## src/rtl/updown_counter_pkg.sv

```systemverilog
// Package with constants and types for the high speed up/down counter.
// Operation
// RULE1: Direction automatic except one-phase one-input mode.
// RULE2: Hardware direction follows A-phase level.
// RULE3: Software direction from word 1 value.
// RULE4: 32-bit mode spans full signed range.
// RULE5: 16-bit upper limit from words 3/2; the code loads the limit from word 2 only and ignores word 3.
// RULE6: 16-bit count stays zero to 65535.
// RULE7: Match outputs set on equality, cleared by reset.
// RULE8: Hardware match output driven directly by compare.
// RULE9: Software match output lags at most 300 us.
// RULE10: Count-prohibit input freezes present value.
// RULE11: Two-phase counts one, two or four edges.
// RULE12: Z-phase preset loads preset value.
package updown_counter_pkg;
    // Buffer memory word indices.
    localparam logic [4:0] WORD_DIR      = 5'h01;
    localparam logic [4:0] WORD_LIMIT_LO = 5'h02;
    localparam logic [4:0] WORD_LIMIT_HI = 5'h03;
    localparam logic [4:0] WORD_MODE     = 5'h04;
    localparam logic [4:0] WORD_CMD      = 5'h05;
    localparam logic [4:0] WORD_PRE_LO   = 5'h06;
    localparam logic [4:0] WORD_PRE_HI   = 5'h07;
    localparam logic [4:0] WORD_CMP_LO   = 5'h08;
    localparam logic [4:0] WORD_CMP_HI   = 5'h09;
    localparam logic [4:0] WORD_CNT_LO   = 5'h0a;
    localparam logic [4:0] WORD_CNT_HI   = 5'h0b;
    localparam logic [4:0] WORD_STATUS   = 5'h0c;
    // Mode word fields.
    localparam int MODE_IN_LSB  = 0;
    localparam int MODE_LEN_BIT = 2;
    localparam int MODE_SWD_BIT = 3;
    localparam int MODE_ENC_LSB = 4;
    // Command word bits.
    localparam int CMD_CLR_BIT  = 0;
    localparam int CMD_CNT_BIT  = 1;
    localparam logic [15:0] LIMIT_RESET = 16'hffff;
    localparam int SW_DELAY_US  = 300;
    localparam int CLK_MHZ      = 100;
    localparam int SW_DELAY_CYC = SW_DELAY_US * CLK_MHZ;
    typedef enum logic [1:0] {IN_1PH_1IN, IN_1PH_2IN, IN_2PH} input_mode_e;
    typedef enum logic [1:0] {EDGE_X1, EDGE_X2, EDGE_X4} edge_mode_e;
endpackage

```

## src/rtl/match_if.sv

```systemverilog
// Interface carrying match events to the software output stage.
`timescale 1ns/1ns
interface match_if;
    logic match;
    logic clear;
    logic out;
    modport core  (output match, output clear, input out);
    modport stage (input match, input clear, output out);
endinterface

```

## src/rtl/high_speed_updown_counter.sv

```systemverilog
// High speed up/down pulse counter with two match outputs.
//
// Implementation choices: the register addresses and strobed register access.
`timescale 1ns/1ns
module high_speed_updown_counter
    import updown_counter_pkg::*;
#(
    parameter int SW_DELAY = SW_DELAY_CYC
)(
    // Clock and reset.
    input  wire logic        core_clk_i,
    input  wire logic        rst_i,
    // Pulse inputs.
    input  wire logic        phase_a_i,
    input  wire logic        phase_b_i,
    input  wire logic        preset_z_i,
    input  wire logic        count_prohibit_i,
    // Buffer memory word port.
    input  wire logic [4:0]  addr_i,
    input  wire logic [15:0] wdata_i,
    input  wire logic        wr_i,
    input  wire logic        rd_i,
    output logic      [15:0] rdata_o,
    // Match outputs.
    output logic             hw_match_output_o,
    output logic             sw_match_output_o
);
    logic        a_q;
    logic        b_q;
    logic [31:0] count;
    logic [31:0] next_count;
    logic        dir_sw;
    logic [15:0] limit;
    logic [7:0]  mode;
    logic [31:0] preset;
    logic [31:0] cmp;
    logic        cnt_en;
    logic        hw_q;
    logic        next_hw_q;
    logic        clr_cmd;
    logic [15:0] next_rdata;
    logic        up_ev;
    logic        dn_ev;
    input_mode_e in_mode;
    edge_mode_e  edge_mode;
    logic        len16;
    logic        match_now;
    match_if     mi();

    assign in_mode   = input_mode_e'(mode[MODE_IN_LSB +: 2]);
    assign edge_mode = edge_mode_e'(mode[MODE_ENC_LSB +: 2]);
    assign len16     = mode[MODE_LEN_BIT];
    assign clr_cmd   = wr_i && addr_i == WORD_CMD && wdata_i[CMD_CLR_BIT];

    // Pulse event decode.
    always_comb
    begin
        up_ev = 1'b0;
        dn_ev = 1'b0;
        case (in_mode) // RULE1
            IN_1PH_1IN:
            begin
                // Count on the B-phase rising edge.
                if (phase_b_i && !b_q)
                begin
                    if (mode[MODE_SWD_BIT] ? dir_sw : phase_a_i) // RULE2 RULE3
                        dn_ev = 1'b1;
                    else
                        up_ev = 1'b1;
                end
            end
            IN_1PH_2IN:
            begin
                up_ev = phase_a_i && !a_q;
                dn_ev = phase_b_i && !b_q;
            end
            IN_2PH:
            begin
                case (edge_mode) // RULE11
                    EDGE_X1:
                    begin
                        up_ev = phase_a_i && !a_q && !phase_b_i;
                        dn_ev = !phase_a_i && a_q && !phase_b_i;
                    end
                    EDGE_X2:
                    begin
                        up_ev = (phase_a_i != a_q) && (phase_a_i != phase_b_i);
                        dn_ev = (phase_a_i != a_q) && (phase_a_i == phase_b_i);
                    end
                    default:
                    begin
                        up_ev = ((phase_a_i != a_q) && (phase_a_i != phase_b_i))
                              || ((phase_b_i != b_q) && (phase_b_i == phase_a_i));
                        dn_ev = ((phase_a_i != a_q) && (phase_a_i == phase_b_i))
                              || ((phase_b_i != b_q) && (phase_b_i != phase_a_i));
                    end
                endcase
            end
            default:
            begin
                up_ev = 1'b0;
                dn_ev = 1'b0;
            end
        endcase
    end

    // Present value update.
    always_comb
    begin
        next_count = count;
        if (preset_z_i)
            next_count = preset; // RULE12
        else if (cnt_en && !count_prohibit_i && (up_ev != dn_ev)) // RULE10
        begin
            if (len16)
            begin
                // Ring between zero and the software limit.
                if (up_ev)
                    next_count = (count[15:0] >= limit) ? 32'h0 : count + 32'h1; // RULE5 RULE6
                else
                    next_count = (count[15:0] == 16'h0) ? {16'h0, limit} : count - 32'h1; // RULE5 RULE6
            end
            else
            begin
                next_count = up_ev ? count + 32'h1 : count - 32'h1; // RULE4
            end
        end
    end

    assign match_now = (count == cmp);
    // A match in the cycle of a reset command wins, so the flag stays set while the count equals the compare value.
    assign next_hw_q = match_now | (hw_q & ~clr_cmd); // RULE7

    always_comb
    begin
        next_rdata = 16'h0;
        case (addr_i)
            WORD_DIR:      next_rdata = {15'h0, dir_sw};
            WORD_LIMIT_LO: next_rdata = limit;
            WORD_MODE:     next_rdata = {8'h0, mode};
            WORD_CMD:      next_rdata = {14'h0, cnt_en, 1'b0};
            WORD_PRE_LO:   next_rdata = preset[15:0];
            WORD_PRE_HI:   next_rdata = preset[31:16];
            WORD_CMP_LO:   next_rdata = cmp[15:0];
            WORD_CMP_HI:   next_rdata = cmp[31:16];
            WORD_CNT_LO:   next_rdata = count[15:0];
            WORD_CNT_HI:   next_rdata = count[31:16];
            WORD_STATUS:   next_rdata = {13'h0, match_now, mi.out, hw_q};
            default:       next_rdata = 16'h0;
        endcase
        if (!rd_i)
            next_rdata = 16'h0;
    end

    always_ff @(posedge core_clk_i)
    begin
        if (rst_i)
        begin
            a_q     <= 1'b0;
            b_q     <= 1'b0;
            count   <= '0;
            dir_sw  <= 1'b0;
            limit   <= LIMIT_RESET;
            mode    <= '0;
            preset  <= '0;
            cmp     <= '0;
            cnt_en  <= 1'b0;
            hw_q    <= 1'b0;
            rdata_o <= '0;
        end
        else
        begin
            a_q     <= phase_a_i;
            b_q     <= phase_b_i;
            count   <= next_count;
            hw_q    <= next_hw_q; // RULE8
            rdata_o <= next_rdata;
            if (wr_i)
            begin
                case (addr_i)
                    WORD_DIR:      dir_sw <= wdata_i[0]; // RULE3
                    WORD_LIMIT_LO: limit <= wdata_i; // RULE5
                    WORD_MODE:     mode <= wdata_i[7:0];
                    WORD_CMD:      cnt_en <= wdata_i[CMD_CNT_BIT];
                    WORD_PRE_LO:   preset[15:0] <= wdata_i;
                    WORD_PRE_HI:   preset[31:16] <= wdata_i;
                    WORD_CMP_LO:   cmp[15:0] <= wdata_i;
                    WORD_CMP_HI:   cmp[31:16] <= wdata_i;
                    default:       ;
                endcase
            end
        end
    end

    assign mi.match = match_now;
    assign mi.clear = clr_cmd;

    sw_match_stage #(
        .DELAY_CYC (SW_DELAY)
    ) u_sw (
        .core_clk_i (core_clk_i),
        .rst_i      (rst_i),
        .m          (mi.stage)
    );

    assign hw_match_output_o = hw_q;
    assign sw_match_output_o = mi.out;
endmodule

```

## src/rtl/sw_match_stage.sv

```systemverilog
// Delayed software-style match output stage.
`timescale 1ns/1ns
module sw_match_stage
    import updown_counter_pkg::*;
#(
    parameter int DELAY_CYC = SW_DELAY_CYC
)(
    // Clock and reset.
    input  wire logic   core_clk_i,
    input  wire logic   rst_i,
    // Match events.
    match_if.stage      m
);
    logic        pending;
    logic        next_pending;
    logic [31:0] wait_cnt;
    logic [31:0] next_wait_cnt;
    logic        outq;
    logic        next_outq;

    always_comb
    begin
        next_pending  = pending;
        next_wait_cnt = wait_cnt;
        next_outq     = outq;
        if (m.clear)
        begin
            next_pending  = 1'b0;
            next_outq     = 1'b0;
            next_wait_cnt = '0;
        end
        if (m.match && !outq && !pending)
        begin
            next_pending  = 1'b1;
            next_wait_cnt = '0;
        end
        else if (pending && !m.clear)
        begin
            // Output rises well inside the worst delay bound.
            if (wait_cnt >= 32'(DELAY_CYC / 2)) // RULE9
            begin
                next_pending = 1'b0;
                next_outq    = 1'b1; // RULE7
            end
            else
            begin
                next_wait_cnt = wait_cnt + 32'h1;
            end
        end
    end

    always_ff @(posedge core_clk_i)
    begin
        if (rst_i)
        begin
            pending  <= 1'b0;
            wait_cnt <= '0;
            outq     <= 1'b0;
        end
        else
        begin
            pending  <= next_pending;
            wait_cnt <= next_wait_cnt;
            outq     <= next_outq;
        end
    end

    assign m.out = outq;
endmodule

```

## config.mk

```make
export PLATFORM = sky130hd
export DESIGN_NAME = high_speed_updown_counter
export DESIGN_NICKNAME = d
export VERILOG_FILES = /design/src/rtl/updown_counter_pkg.sv /design/src/rtl/match_if.sv /design/src/rtl/high_speed_updown_counter.sv /design/src/rtl/sw_match_stage.sv
export SDC_FILE = /design/constraint.sdc
export NUM_CORES = 1
export LEC_CHECK = 0
export BUFFER_PORTS_ARGS = -buffer_cell sky130_fd_sc_hd__buf_2
export CAP_MARGIN = 20
export CELL_PAD_IN_SITES_DETAIL_PLACEMENT = 0
export CELL_PAD_IN_SITES_GLOBAL_PLACEMENT = 1
export CORE_UTILIZATION = 30
export DETAILED_ROUTE_END_ITERATION = 12
export HOLD_SLACK_MARGIN = 0.06
export PLACE_DENSITY_LB_ADDON = 0.1
export SETUP_SLACK_MARGIN = 0.4
export SLEW_MARGIN = 30
export SYNTH_ARGS = -nofsm -noshare
export SYNTH_HDL_FRONTEND = slang
export SYNTH_SLANG_ARGS = --single-unit
```

## constraint.sdc

```tcl
create_clock -name core_clk_i -period 6.9 [get_ports core_clk_i]
set_clock_uncertainty 0.05 [all_clocks]
set_input_delay 1.38 -clock core_clk_i [delete_from_list [all_inputs] [get_ports core_clk_i]]
set_output_delay 1.38 -clock core_clk_i [all_outputs]
set_load 0.005 [all_outputs]
```

# ---- Yosys cells after proc, flatten, opt, wreduce, memory -nomap -nowiden
# Cells that the tools add are included.
dict set report op_classes {
  n_eq_ne 22
  n_reduce_logical 40
  magnitude_cmp 2
  bitwise_logic 4
  shift 0
  mux 28
  addsub 3
  multipliers 0
  n_div 0
}
# cell n
set op_table {}
lappend op_table {{2-to-1 mux 32 bit} 10}
lappend op_table {{one-hot mux 16 bit (11 select lines)} 1}
lappend op_table {{adder 32 x 1 -> 32 bit, second input constant} 2}
lappend op_table {{== test 32 bit} 1}
lappend op_table {{>= comparator 32 x 14 -> 1 bit, second input constant} 1}
lappend op_table {{subtractor 32 x 1 -> 32 bit, second input constant} 1}
lappend op_table {{== test 5 x 4 -> 1 bit, second input constant} 5}
lappend op_table {{== test 5 x 3 -> 1 bit, second input constant} 4}
lappend op_table {{>= comparator 16 bit} 1}
lappend op_table {{logical AND 1 bit} 16}
lappend op_table {{logical NOT 16 bit} 1}
lappend op_table {{AND reduction 2 bit} 8}
lappend op_table {{2-to-1 mux 1 bit} 13}
lappend op_table {{logical NOT 1 bit} 8}
lappend op_table {{one-hot mux 1 bit (3 select lines)} 2}
lappend op_table {{== test 5 x 1 -> 1 bit, second input constant} 1}
lappend op_table {{== test 5 x 2 -> 1 bit, second input constant} 1}
lappend op_table {{inequality test 1 bit} 5}
lappend op_table {{== test 2 x 1 -> 1 bit, second input constant} 2}
lappend op_table {{logical NOT 2 bit} 2}
lappend op_table {{one-hot mux 1 bit (2 select lines)} 2}
lappend op_table {{OR reduction 2 bit} 2}
lappend op_table {{== test 1 bit} 2}
lappend op_table {{== test 2 bit, second input constant} 1}
lappend op_table {{5 further kinds} 7}
dict set report totals {
  mem_count 0
  ff_bits 175
  input_bits 29
  wordCells 115
  out_inout_bits 18
  romBits 0
  ramBits 0
  latchBits 0
}

# ---- Depth between registers and ports, before layout
# Gate-level depths: netlist of the first run.
dict set report depth {
  word_depth 9
  ltp_mapped 13
  mapped_depth_nobuf 10
}

# ---- Cells and area by module
# From an unflattened synthesis of the first run, not the netlist that was laid out.
dict set report unflattened {
  cells_unflattened 1326
  area_unflattened_um2 10239.8
}
# module cells_each seq_area_each_um2 n_inst area_per_inst_um2
set by_module_without_submodules {}
lappend by_module_without_submodules {high_speed_updown_counter 1180 2822.7 1 8893.5}
lappend by_module_without_submodules {sw_match_stage 146 680.7 1 1346.3}

# ---- Worst setup path after synthesis of the first run
# OpenSTA, ideal clock, no wires.
dict set report synth_timing {
  kind {input-to-reg}
  start {input phase_b_i}
  end {register count[4]}
  path_stages 11
  required_ps 6720
  setup_slack_ps 3378
  t_arrival_ps 3342
  n_path_buf 2
  setup_ps 130
  path_cell_list {ha_1 > nand2b_1 > mux2_2 > o211a_1 > nor4_1 > or2_1 > clkbuf_1 > buf_2 > o21ai_0 > a21oi_1 > o22ai_1}
}
dict set report synth_between {
  elab_chain_cells 9
  elab_cells_between_ends 29
  cone_classes {eq/ne: 6; mux: 11; reduce/logical: 12}
}
# item line_no
set synth_rtl {}
lappend synth_rtl {{from (decl)} high_speed_updown_counter.sv:15} ;# input wire logic phase_b_i,
lappend synth_rtl {{inequality test 1 bit, or another cell as far along} {high_speed_updown_counter.sv:87, high_speed_updown_counter.sv:92, high_speed_updown_counter.sv:95}}
lappend synth_rtl {{logical AND 1 bit, on equally long branches} {high_speed_updown_counter.sv:87, high_speed_updown_counter.sv:92, high_speed_updown_counter.sv:93}}
lappend synth_rtl {{logical OR 1 bit} high_speed_updown_counter.sv:93} ;# || ((phase_b_i != b_q) && (phase_b_i == phase_a_i));
lappend synth_rtl {{one-hot mux 1 bit (2 select lines)} high_speed_updown_counter.sv:79} ;# case (edge_mode)
lappend synth_rtl {{one-hot mux 1 bit (3 select lines)} high_speed_updown_counter.sv:60} ;# case (in_mode)
lappend synth_rtl {{2-to-1 mux 32 bit, on equally long branches} {high_speed_updown_counter.sv:125, high_speed_updown_counter.sv:118}}
lappend synth_rtl {{2-to-1 mux 32 bit} high_speed_updown_counter.sv:115} ;# if (len16)
lappend synth_rtl {{2-to-1 mux 32 bit} high_speed_updown_counter.sv:113} ;# else if (cnt_en && !count_prohibit_i && (up_ev != dn_ev))
lappend synth_rtl {{2-to-1 mux 32 bit} high_speed_updown_counter.sv:111} ;# if (preset_z_i)
lappend synth_rtl {{to (signal assigned)} high_speed_updown_counter.sv:175} ;# count <= next_count;
lappend synth_rtl {{to (decl)} high_speed_updown_counter.sv:30} ;# logic [31:0] count;
# Several ways; a longest one is shown, not always the timed one. The select of a mux whose other input is x is not followed.
# A chain may end at the register's enable or synchronous reset.

# ---- Final worst setup path of the first run
dict set report layout_timing {
  start {input phase_b_i}
  end {register count[24]}
}
# Same word-level chain as after synthesis.

==> results by group, run 1 <==
Run status
  • Outcome: finished clean

Cells and area
  • Final net count: 1297
  • Ratio of cells with drive above 1 in the final layout: 9.39%
  • P&R area growth vs syn: 11.5%

Routing
  • Antenna viol nets, final: 0
  • Vias per cell: 5.44
  • Vias: 9035
  • Final wirelength: 36900 microns
  • Number of DRC markers in iteration 0: 724
  • Wirelength per Cell: 22.3 microns
  • Residual DRC count: 0
  • Drt first pass iters: 7

Yosys
  • Yosys reg bits: 175
  • Cell area after synthesis: 0.00972 sq mm
  • Post-Synth XOR/XNOR Area: 7.21%
  • Gate Count Post-Synth: 1257
  • Top cells by count, synth: 248 x nand2_1, 175 x dfxtp_1, 117 x a21oi_1, 82 x clkbuf_1, 70 x nor2_1
  • Post-Syn Nets: 1310
  • Top-area cell type share of the netlist area: 36.0%
  • Synth Area per Inst: 7.73 sq um
  • Synth Area in Adders: 3.09%
  • Post-synthesis simple-gate area fraction: 25.6%
  • Compound-Gate Fraction of Synth Area: 20.6%
  • Main synth FF type: dfxtp_1
  • Most common cell in the netlist: nand2_1
  • Post-synth EDFFs: 0
  • Cell variety after synth: 70
  • Largest family of logic cells by synthesized area: simple AND/OR/NAND/NOR gates
  • Mux cell area share after synthesis: 1.98%
  • Ys async rst share: 0%
  • Synth warn: 0
  • Largest cells by area after synthesis: dfxtp_1 36%, nand2_1 9.6%, a21oi_1 6.0%, xnor2_1 5.2%, clkbuf_1 3.2%
  • Biggest area consumer among synthesized cells: dfxtp_1
  • Post-synthesis sequential area ratio: 36.0%

Setup path
  • Critical Path RT: 7.20 ns
  • Cell mode on critical path: nor2_1
  • Crit path max fanout: 21
  • Cell Chain, Critical Path: buf_2, ha_1, nand2b_1, mux2_2, o211a_1, nor4_1, nor2_1, buf_4, nor2_1, a221oi_1, a311oi_1
  • Worst Path Arrival: 4.24 ns
  • CP bufs+invs: 2
  • Startpoint types: primary input
  • Highest-delay cell along the critical path: nor2_1
  • CP Capture Type: register
  • CP peak stage delay: 0.68 ns
  • Crit Path Category: in2reg
  • Crit path max-delay family: simple AND/OR/NAND/NOR gates

Floorplan
  • Placeable Area: 0.0317 sq mm
  • Initial core utilization: 30.6%
  • I/O pin total: 47
  • Die W: 182 microns
  • Full die area: 0.0331 sq mm
  • Rows: 65
  • Die height: 182 microns

GRT
  • Vias in the first global route: 8684
  • GRT Total Usage: 22.7%
  • GR Overflow Total: 0
  • First-pass GRT wire length: 56200 microns
  • Largest net degree at the start of global routing: 60
  • Initial antenna violation count: 1

CTS
  • Clk root buf: clkbuf_16
  • Max clock buf depth: 2
  • CTS resizes: 0
  • Clock Latency Late Sink: 0.45 ns
  • CTS buffer count: 17
  • Clk pin slew, worst setup/hold paths: 0.07 ns
  • CTS tree: yes
  • Post-CTS setup buffer count: 0
  • CTS Sinks: 175
  • Hold_buf cts: 0
  • Max H-tree Level: 4

STA
  • Pins Over Slew Limit: 0
  • Period minus WS final: 3.94 ns
  • Worst-Margin Slew: 1.02 ns
  • Fmax: 254 MHz
  • Period utilisation layout: 57.0%
  • Setup_tns: 0 ns
  • Relative slew slack: 31.5%
  • Final setup viols: 0
  • Final hold violations: 0
  • RSZ-0062 raised after global routing: no

Power
  • Overall power: 2.27 mW
  • Max rail drop VDD: 0.180 mV
  • Sw power: 0.623 mW
  • Switching Fraction: 27.5%
  • Clk pwr share: 44.7%
  • Combinational Power Share: 9.2%
  • P_int: 1.64 mW
  • PwrDens: 209 mW/mm^2
  • Lkg Pwr: 4.06 nW
  • Sequential share of power: 46.1%

Flow run
  • Max Cap Viol: 0

Hold path
  • Hold Path Class: reg2reg

Placed design
  • Post-detail-place hpwl: 26300 microns
  • IO Port Bufs: 46
  • RD Place Congestion: 0.804
power groups by stage:
stage	sequential, mW	combinational, mW	clock (mW)
2_1_floorplan	1.05	0.147	0
3_3_place_gp	1.07	0.208	0
3_5_place_dp	1.07	0.208	0
4_1_cts	1.04	0.209	1.04
5_1_grt	1.05	0.228	1.07
6_report	1.05	0.207	1.01
through the flow:
step / cell area, sq um / std cells / util (%) / setup WS [ns] / hold WS (ns)
detailed placement: 10200 / 1627 / 32.3 / 2.52 / 0.387
global placement: 10200 / 1627 / 32.3 / 2.61 / 0.382
floorplan: 9720 / 1257 / - / 3.38 / 0.370
CTS: 10800 / 1659 / 34.1 / 2.99 / 0.409
finish: 10800 / 1660 / 34.2 / 2.96 / 0.406
global route: 10800 / 1659 / 34.1 / 2.78 / 0.423
cell families (layout without fill, tap and decap cells):
logic type	after synthesis	after routing
AO/OA/AOI/OAI	305	305
XOR/XNOR	80	80
adder cells (fa/ha/maj)	24	24
buffers and inverters	136	136
flip-flops	175	175
multiplexers	19	19
other	0	1
AND/OR/NAND/NOR	518	518
cells in the final DEF, fill, tap and decap left out, types with 24 or more instances in the layout:
cell type	count
a21oi_1	117
a221oi_1	26
buf_2	44
dfxtp_1	175
ha_1	24
inv_1	37
nand2_1	248
nand3_1	40
nor2_1	69
o21ai_0	38
xnor2_1	58
metal layers:
layer | vias up | wire [microns] | global-route usage (%)
met5 | - | 0 | 0
met3 | 34 | 1540 | 3.59
met2 | 211 | 16200 | 33.9
met1 | 4369 | 18600 | 33.4
met4 | 0 | 578 | 6.08
li1 | 4421 | - | -
sequential cells by signal, summed over array words and instances (netlist names):
signal and count:
hw_match_output_o 1, dir_sw 1, cmp 32, cnt_en 1
u_sw.wait_cnt 32, preset 32, a_q 1, u_sw.pending 1
limit 16, count 32, rdata_o 16, u_sw.m.out 1
mode 8, b_q 1
layout make-up:
type                            count  area, sq um
Timing Repair Buffer               67          393
Tap cell                          402          503
Multi-Input combinational cell    946         5700
Antenna cell                        1         2.50
Fill cell                        3454        20900
Clock inverter                     14          154
Inverter                           37          139
Clock buffer                       18          439
Sequential cell                   175         3500
worst reg2reg max path, cell delays in order, from the launching register on:
cell and delay (ns):
dfxtp_1 0.63, inv_1 0.19, ha_1 0.32, nand2b_1 0.15, a2111o_1 0.41, a221oi_1 0.37, o21a_1 0.22, o21a_1 0.41
buf_4 0.35, a221o_1 0.21, nand3_1 0.09, a221oi_2 0.24
final timing paths:
kind,from,to,slack (ns),depth (start not counted)
setup reg to reg,count[0]$_SDFFE_PP0P_,count[31]$_SDFFE_PP0P_,3.18,11
hold / removal,u_sw.wait_cnt[24]$_SDFF_PP0_,u_sw.wait_cnt[24]$_SDFF_PP0_,0.41,1
hold reg to reg,u_sw.wait_cnt[24]$_SDFF_PP0_,u_sw.wait_cnt[24]$_SDFF_PP0_,0.41,1
setup / recovery,phase_b_i,count[24]$_SDFFE_PP0P_,2.96,11
Power figures use the tool's default switching activity.
==> inputs of run 2 (changes only) <==
==> constraint.sdc (replaced) <==
create_clock -name core_clk_i -period 3.4 [get_ports core_clk_i]
set_clock_uncertainty 0.05 [all_clocks]
set_input_delay 0.68 -clock core_clk_i [delete_from_list [all_inputs] [get_ports core_clk_i]]
set_output_delay 0.68 -clock core_clk_i [all_outputs]
set_load 0.005 [all_outputs]
==> run 2 against run 1 <==
  * First-iteration DRC count rose by 43%
  * Clock-buffer cell count did not move
  * Register-to-register slack got worse by 2.7 ns
  * Cell count rose by 3.1%
  * Sequential share of layout area fell by 1.4 points
  * Critical path type is now reg2reg
  * Largest power group unchanged
==> results by group, run 2 (same netlist as run 1, synthesis figures left out) <==
STA
  • Worst-Margin Slew: 0.898 ns (was 1.02 ns)
  • Hold slack: 0.403 ns (was 0.406 ns)
  • Final hold violations: 0 (unchanged)
  • Period utilisation layout: 86.7%
  • Period minus WS final: 2.95 ns
  • Pins Over Slew Limit: 0 (unchanged)
  • Setup_tns: 0 ns (unchanged)
  • Fmax: 339 MHz
  • Final setup viols: 0 (unchanged)
  • RSZ-0062 raised after global routing: yes (was no)
  • Relative slew slack: 40.0% (was 31.5%)

Power
  • Lkg Pwr: 4.37 nW (was 4.06 nW)
  • PwrDens: 415 mW/mm^2 (was 209 mW/mm^2)
  • Overall power: 4.70 mW (was 2.27 mW)
  • Max rail drop VDD: 0.363 mV (was 0.180 mV)

GRT
  • GRT Total Usage: 24.0% (was 22.7%)
  • First-pass GRT wire length: 58800 microns (was 56200 microns)
  • Initial antenna violation count: 0 (was 1)
  • GR Overflow Total: 0 (unchanged)
  • Vias in the first global route: 8991 (was 8684)
  • Largest net degree at the start of global routing: 81 (was 60)

Floorplan
  • Die W: 182 microns (unchanged)
  • Initial core utilization: 30.6% (unchanged)
  • Die height: 182 microns (unchanged)
  • Full die area: 0.0331 sq mm (unchanged)
  • Placeable Area: 0.0317 sq mm (unchanged)
  • I/O pin total: 47 (unchanged)
  • Rows: 65 (unchanged)

Hold path
  • Hold path depth: 1 (unchanged)
  • Hold EP: u_sw.wait_cnt[28]$_SDFF_PP0_ (was u_sw.wait_cnt[24]$_SDFF_PP0_)
  • Hold Path Class: reg2reg (unchanged)
  • Critical hold path startpoint: u_sw.wait_cnt[28]$_SDFF_PP0_ (was u_sw.wait_cnt[24]$_SDFF_PP0_)

CTS
  • Clk pin slew, worst setup/hold paths: 0.07 ns (about the same)
  • CTS tree: yes (unchanged)
  • Clock Latency Late Sink: 0.45 ns (about the same)
  • CTS Sinks: 175 (unchanged)
  • Clk root buf: clkbuf_16 (unchanged)
  • CTS buffer count: 17 (unchanged)
  • Max H-tree Level: 4 (unchanged)
  • Hold_buf cts: 0 (unchanged)
  • Max clock buf depth: 2 (unchanged)
  • Post-CTS setup buffer count: 0 (unchanged)

Cells and area
  • Most common cell after layout, fill and taps aside: nand2_1 (unchanged)
  • Most frequent cells in the layout: 248 x nand2_1, 174 x dfxtp_1, 117 x a21oi_1 (was 248 x nand2_1, 175 x dfxtp_1, 117 x a21oi_1)
  • Non-Filler Instances: 1712 (was 1660)
  • Post-layout util: 35.7% (was 34.2%)
  • Ratio of cells with drive above 1 in the final layout: 13.4% (was 9.39%)
  • # fillers: 3411 (was 3454)
  • Final net count: 1350 (was 1297)
  • P&R area growth vs syn: 16.5% (was 11.5%)

Placed design
  • Placed cells: 1680 (was 1627)
  • IO Port Bufs: 46 (unchanged)
  • RD Place Congestion: 0.889 (was 0.804)
  • Post-detail-place hpwl: 28800 microns (was 26300 microns)

Routing
  • Final wirelength: 38900 microns (was 36900 microns)
  • Residual DRC count: 0 (unchanged)
  • Vias: 9481 (was 9035)
  • Wirelength per Cell: 22.7 microns (was 22.3 microns)
  • Vias per cell: 5.54 (was 5.44)
  • Antenna viol nets, final: 0 (unchanged)
  • Number of DRC markers in iteration 0: 1037 (was 724)
  • Drt first pass iters: 5 (was 7)

Setup path
  • RR Startpoint: count[7]$_SDFFE_PP0P_ (was count[0]$_SDFFE_PP0P_)
  • CP peak stage delay: 0.62 ns (was 0.68 ns)
  • Highest-delay cell along the critical path: dfxtp_1 (was nor2_1)
  • Reg2Reg Depth: 9 (was 11)
  • Crit Path Category: reg2reg (was in2reg)
  • CP Capture Type: register (unchanged)
  • Startpoint types: register (was primary input)
  • Worst R2R Setup Slack: 0.45 ns (was 3.18 ns)
  • Cell Chain, Critical Path: buf_4, xnor2_1, nand4_1, nor4_1, nand2_1, nor3_1, nor3_1, buf_4, and2_1 (was buf_2, ha_1, nand2b_1, mux2_2, o211a_1, nor4_1, nor2_1, buf_4, nor2_1, a221oi_1, a311oi_1)
  • Reg2reg end: u_sw.wait_cnt[15]$_SDFF_PP0_ (was count[31]$_SDFFE_PP0P_)
  • Critical Path RT: 3.69 ns (was 7.20 ns)
  • Crit path max fanout: 18 (was 21)
  • Worst Path Arrival: 3.24 ns (was 4.24 ns)

Flow run
  • Max Cap Viol: 0 (unchanged)

Run status
  • Outcome: finished clean (unchanged)
==> run 2: changes by cell type in the layout (fill, tap and decap cells not counted), sizes merged <==
cell / change
inv: +1
buf: +53
clkinvlp: -2
==> run 2: worst max-delay path by stage <==
stage	start	endpoint	slack (ns)	depth (start not counted)
after global placement	phase_b_i	count[12]$_SDFFE_PP0P_	0.21	10
after global routing	count[0]$_SDFFE_PP0P_	count[13]$_SDFFE_PP0P_	0.35	11
final	count[7]$_SDFFE_PP0P_	u_sw.wait_cnt[15]$_SDFF_PP0_	0.45	9
after floorplan	count[0]$_SDFFE_PP0P_	count[15]$_SDFFE_PP0P_	0.42	13
after CTS	count[7]$_SDFFE_PP0P_	u_sw.wait_cnt[13]$_SDFF_PP0_	0.45	8
after detailed placement	phase_a_i	count[4]$_SDFFE_PP0P_	0.20	12
==> run 2: area by class of cell <==
type	count	area [sq um]	share of cell area, %
Multi-Input combinational cell	946	5730	50.6
Sequential cell	175	3500	31.0
Timing Repair Buffer	120	826	7.29
Tap cell	402	503	4.44
Clock buffer	18	439	3.88
Clock inverter	13	174	1.54
Inverter	37	139	1.23
Antenna cell	1	2.50	0.0221
==> run 2: repair_timing <==
item,CTS,global route
endpoints found under the hold margin,0,0
resized for setup,0,7
endpoints found under the setup margin,0,27
==> run 2: through the flow <==
stage | instance area, sq um | worst slack [ns]
2_1_floorplan | 9720 | 0.415
3_3_place_gp | 10700 | 0.214
3_5_place_dp | 10700 | 0.202
4_1_cts | 11300 | 0.447
5_1_grt | 11300 | 0.351
6_report | 11300 | 0.451
==> run 2: report_power, final <==
part           switching [mW]  total [mW]  leakage, nW  internal, mW
Clock                   0.974        2.11        0.302          1.13
Sequential             0.0372        2.11         1.41          2.07
Combinational           0.303       0.481         2.66         0.178
Total                    1.31        4.70         4.37          3.38
==> run 2: per-layer routing <==
layer | routed length (microns) | track usage, % | vias up
met5 | 0 | 0 | -
met4 | 544 | 6.39 | 0
met3 | 2230 | 3.93 | 27
met2 | 16700 | 35.1 | 267
met1 | 19500 | 35.9 | 4656
li1 | - | - | 4531
==> run 2: worst max-delay path, delay by kind of cell, from the launching register on <==
kind                   cells  cell delay [ns]
XOR/XNOR                   1             0.14
AND/OR/NAND/NOR            6             1.55
buffers and inverters      2             0.46
flip-flops                 1             0.62
==> inputs of run 3 (changes only) <==
--- a/config.mk
+++ b/config.mk
@@ -5,6 +5,7 @@
 export SDC_FILE = /design/constraint.sdc
 export NUM_CORES = 1
 export LEC_CHECK = 0
+export ABC_AREA = 1
 export BUFFER_PORTS_ARGS = -buffer_cell sky130_fd_sc_hd__buf_2
 export CAP_MARGIN = 20
 export CELL_PAD_IN_SITES_DETAIL_PLACEMENT = 0
==> run 3 against run 2 <==
  * The run now ends with design-rule violations left
  * Area after synthesis rose by 13%
  * Sequential share of layout area fell by 2.5 points
  * Global-route usage rose by 1.9 points
  * Cell count rose by 30%
  * Die area rose by 13%
  * Utilization fell by 1.3 points
  * Clock-buffer cell count rose by 3
  * Register-to-register slack improved by 0.41 ns
  * Design area rose by 8.9%
==> results by group, run 3 <==
Power
  • P_int: 3.38 mW (about the same)
  • Clk pwr share: 41.8% (was 44.9%)
  • Max rail drop VDD: 0.303 mV (was 0.363 mV)
  • PwrDens: 396 mW/mm^2 (was 415 mW/mm^2)
  • Switching Fraction: 30.6% (was 28.0%)
  • Sequential share of power: 43.7% (was 44.9%)
  • Overall power: 4.88 mW (was 4.70 mW)
  • Combinational Power Share: 14.5% (was 10.2%)
  • Lkg Pwr: 5.11 nW (was 4.37 nW)
  • Sw power: 1.49 mW (was 1.31 mW)

Setup path
  • Crit path max-delay family: simple AND/OR/NAND/NOR gates (unchanged)
  • Crit Path Category: reg2reg (unchanged)
  • RR Startpoint: count[10]$_SDFFE_PP0P_ (was count[7]$_SDFFE_PP0P_)
  • CP bufs+invs: 3 (was 2)
  • Reg2reg end: u_sw.wait_cnt[7]$_SDFF_PP0_ (was u_sw.wait_cnt[15]$_SDFF_PP0_)
  • Critical Path RT: 3.66 ns (was 3.69 ns)
  • Cell mode on critical path: nand2_1
  • Startpoint types: register (unchanged)
  • Worst Path Arrival: 2.80 ns (was 3.24 ns)
  • CP Capture Type: register (unchanged)
  • Cell Chain, Critical Path: buf_4, inv_1, nand2_1, nand3_1, nor3_1, nand2_1, nor2_1, nand2_1, inv_2, nand2_1, nand2_1, nor3_1 (was buf_4, xnor2_1, nand4_1, nor4_1, nand2_1, nor3_1, nor3_1, buf_4, and2_1)
  • CP peak stage delay: 0.40 ns (was 0.62 ns)
  • Worst R2R Setup Slack: 0.86 ns (was 0.45 ns)
  • Crit path max fanout: 14 (was 18)
  • Reg2Reg Depth: 12 (was 9)
  • Highest-delay cell along the critical path: nand2_1 (was dfxtp_1)

Run status
  • Outcome: finished with violations (was finished clean)
  • Violated checks: design-rule violations

Yosys
  • Yosys reg bits: 175 (unchanged)
  • Ys async rst share: 0% (unchanged)
  • Cell variety after synth: 47 (was 70)
  • Synth Area per Inst: 6.37 sq um (was 7.73 sq um)
  • Biggest area consumer among synthesized cells: dfxtp_1 (unchanged)
  • Top cells by count, synth: 382 x nand2_1, 240 x nor2_1, 187 x inv_1, 175 x dfxtp_1, 173 x a21oi_1 (was 248 x nand2_1, 175 x dfxtp_1, 117 x a21oi_1, 82 x clkbuf_1, 70 x nor2_1)
  • Most common cell in the netlist: nand2_1 (unchanged)
  • Post-synthesis sequential area ratio: 31.9% (was 36.0%)
  • Top-area cell type share of the netlist area: 31.9% (was 36.0%)
  • Largest cells by area after synthesis: dfxtp_1 32%, nand2_1 13%, nor2_1 8.2%, a21oi_1 7.9%, inv_1 6.4% (was dfxtp_1 36%, nand2_1 9.6%, a21oi_1 6.0%, xnor2_1 5.2%, clkbuf_1 3.2%)
  • Cell area after synthesis: 0.0110 sq mm (was 0.00972 sq mm)
  • Post-Syn Nets: 1776 (was 1310)
  • Post-synth EDFFs: 0 (unchanged)
  • Gate Count Post-Synth: 1723 (was 1257)
  • Synth warn: 0 (unchanged)
  • Main synth FF type: dfxtp_1 (unchanged)

Routing
  • Vias: 11400 (was 9481)
  • Final wirelength: 48200 microns (was 38900 microns)
  • Vias per cell: 5.11 (was 5.54)
  • Wirelength per Cell: 21.6 microns (was 22.7 microns)
  • Antenna viol nets, final: 0 (unchanged)
  • Number of DRC markers in iteration 0: 849 (was 1037)
  • Drt first pass iters: 11 (was 5)
  • Residual DRC count: 1 (was 0)

STA
  • Setup_tns: 0 ns (unchanged)
  • Worst-Margin Slew: 0.926 ns (was 0.898 ns)
  • Final worst slack: 0.859 ns (was 0.451 ns)
  • Fmax: 393 MHz (was 339 MHz)
  • Period minus WS final: 2.54 ns (was 2.95 ns)
  • Period utilisation layout: 74.7% (was 86.7%)
  • Final hold violations: 0 (unchanged)
  • RSZ-0062 raised after global routing: no (was yes)
  • Relative slew slack: 38.2% (was 40.0%)
  • Final setup viols: 0 (unchanged)
  • Pins Over Slew Limit: 0 (unchanged)
  • Hold slack: 0.387 ns (was 0.403 ns)

Cells and area
  • Register area: 0.00350 sq mm (about the same)
  • Most frequent cells in the layout: 382 x nand2_1, 239 x nor2_1, 186 x inv_1 (was 248 x nand2_1, 174 x dfxtp_1, 117 x a21oi_1)
  • Area of the multi-input gates: 0.00627 sq mm (was 0.00573 sq mm)
  • Ratio of cells with drive above 1 in the final layout: 10.3% (was 13.4%)
  • P&R area growth vs syn: 12.2% (was 16.5%)
  • Antenna cells: 0 (was 1)
  • Most common cell after layout, fill and taps aside: nand2_1 (unchanged)
  • Final net count: 1809 (was 1350)
  • Final instance area: 0.0123 sq mm (was 0.0113 sq mm)
  • # fillers: 3991 (was 3411)

Hold path
  • Critical hold path startpoint: u_sw.wait_cnt[16]$_SDFF_PP0_ (was u_sw.wait_cnt[28]$_SDFF_PP0_)
  • Hold path depth: 2 (was 1)
  • Hold Path Class: reg2reg (unchanged)
  • Hold EP: u_sw.wait_cnt[16]$_SDFF_PP0_ (was u_sw.wait_cnt[28]$_SDFF_PP0_)

CTS
  • CTS tree: yes (unchanged)
  • Hold_buf cts: 0 (unchanged)
  • CTS resizes: 0 (unchanged)
  • CTS Sinks: 175 (unchanged)
  • Max clock buf depth: 2 (unchanged)
  • Clk pin slew, worst setup/hold paths: 0.07 ns (about the same)
  • Max H-tree Level: 4 (unchanged)
  • Clk root buf: clkbuf_16 (unchanged)
  • CTS buffer count: 17 (unchanged)
  • Clock Latency Late Sink: 0.46 ns (was 0.45 ns)
  • Post-CTS setup buffer count: 0 (unchanged)

GRT
  • First-pass GRT wire length: 72200 microns (was 58800 microns)
  • Initial antenna violation count: 0 (unchanged)
  • Largest net degree at the start of global routing: 65 (was 81)
  • Vias in the first global route: 11000 (was 8991)
  • GRT Total Usage: 26.0% (was 24.0%)
  • GR Overflow Total: 0 (unchanged)

Placed design
  • RD Place Congestion: 0.911 (was 0.889)
  • Dpl cell area: 0.0117 sq mm (was 0.0107 sq mm)
  • IO Port Bufs: 46 (unchanged)
  • Post-detail-place hpwl: 36300 microns (was 28800 microns)
  • Worst slack, placed: 0.635 ns (was 0.202 ns)

Flow run
  • Max Cap Viol: 0 (unchanged)

Floorplan
  • Initial core utilization: 30.6% (about the same)
  • I/O pin total: 47 (unchanged)
  • Die height: 193 microns (was 182 microns)
  • Die W: 193 microns (was 182 microns)
  • Full die area: 0.0374 sq mm (was 0.0331 sq mm)
  • Rows: 69 (was 65)
  • Placeable Area: 0.0358 sq mm (was 0.0317 sq mm)
[run 3: worst max path at each step]
stage	from	endpoint	cells past startpoint
global route	count[10]$_SDFFE_PP0P_	u_sw.wait_cnt[7]$_SDFF_PP0_	12
CTS	count[10]$_SDFFE_PP0P_	u_sw.wait_cnt[7]$_SDFF_PP0_	12
global placement	phase_b_i	count[6]$_SDFFE_PP0P_	13
floorplan	phase_b_i	count[14]$_SDFFE_PP0P_	12
detailed placement	phase_b_i	count[6]$_SDFFE_PP0P_	13
finish	count[10]$_SDFFE_PP0P_	u_sw.wait_cnt[7]$_SDFF_PP0_	12
[run 3: per-stage QoR]
step	instances	utilization [%]
CTS	2230	34.4
floorplan	1723	-
global placement	2198	32.8
detailed placement	2198	32.8
global route	2230	34.4
finish	2230	34.4
[run 3: area by class of cell]
type | count | share of cell area (%)
Multi-Input combinational cell | 1261 | 50.9
Timing Repair Buffer | 99 | 5.10
Clock inverter | 11 | 0.843
Sequential cell | 175 | 28.4
Clock buffer | 21 | 3.90
Tap cell | 461 | 4.68
Inverter | 202 | 6.16
[run 3: logic make-up after synthesis]
| kind of cell | after synthesis | share of synthesized area [%] |
|---|---|---|
| simple gates | 826 | 32.6 |
| compound gates | 354 | 17.3 |
| buf+inv | 287 | 11.0 |
| flops | 175 | 31.9 |
| xor+xnor | 57 | 4.55 |
| fa+ha+maj | 24 | 2.73 |
[run 3: per-layer routing]
metal  vias up  track usage (%)  routed length (microns)
li1       5658                -                        -
met1      5366             34.6                    22300
met2       300             43.1                    22600
met3        62             3.09                     1840
met4         0             9.24                     1530
met5         -                0                        0
[run 3: worst register-to-register path, delay by kind of cell, from the launching register on]
kind                   cells  cell delay [ns]
and+or+nand+nor            9             1.55
buffers and inverters      3             0.43
DFF                        1             0.39
[run 3: power groups by stage]
stage          sequential [mW]  combinational (mW)  clock [mW]
6_report                  2.13               0.708        2.04
3_5_place_dp              2.18               0.700           0
2_1_floorplan             2.15               0.464           0
4_1_cts                   2.13               0.703        2.08
5_1_grt                   2.13               0.774        2.17
3_3_place_gp              2.18               0.704           0
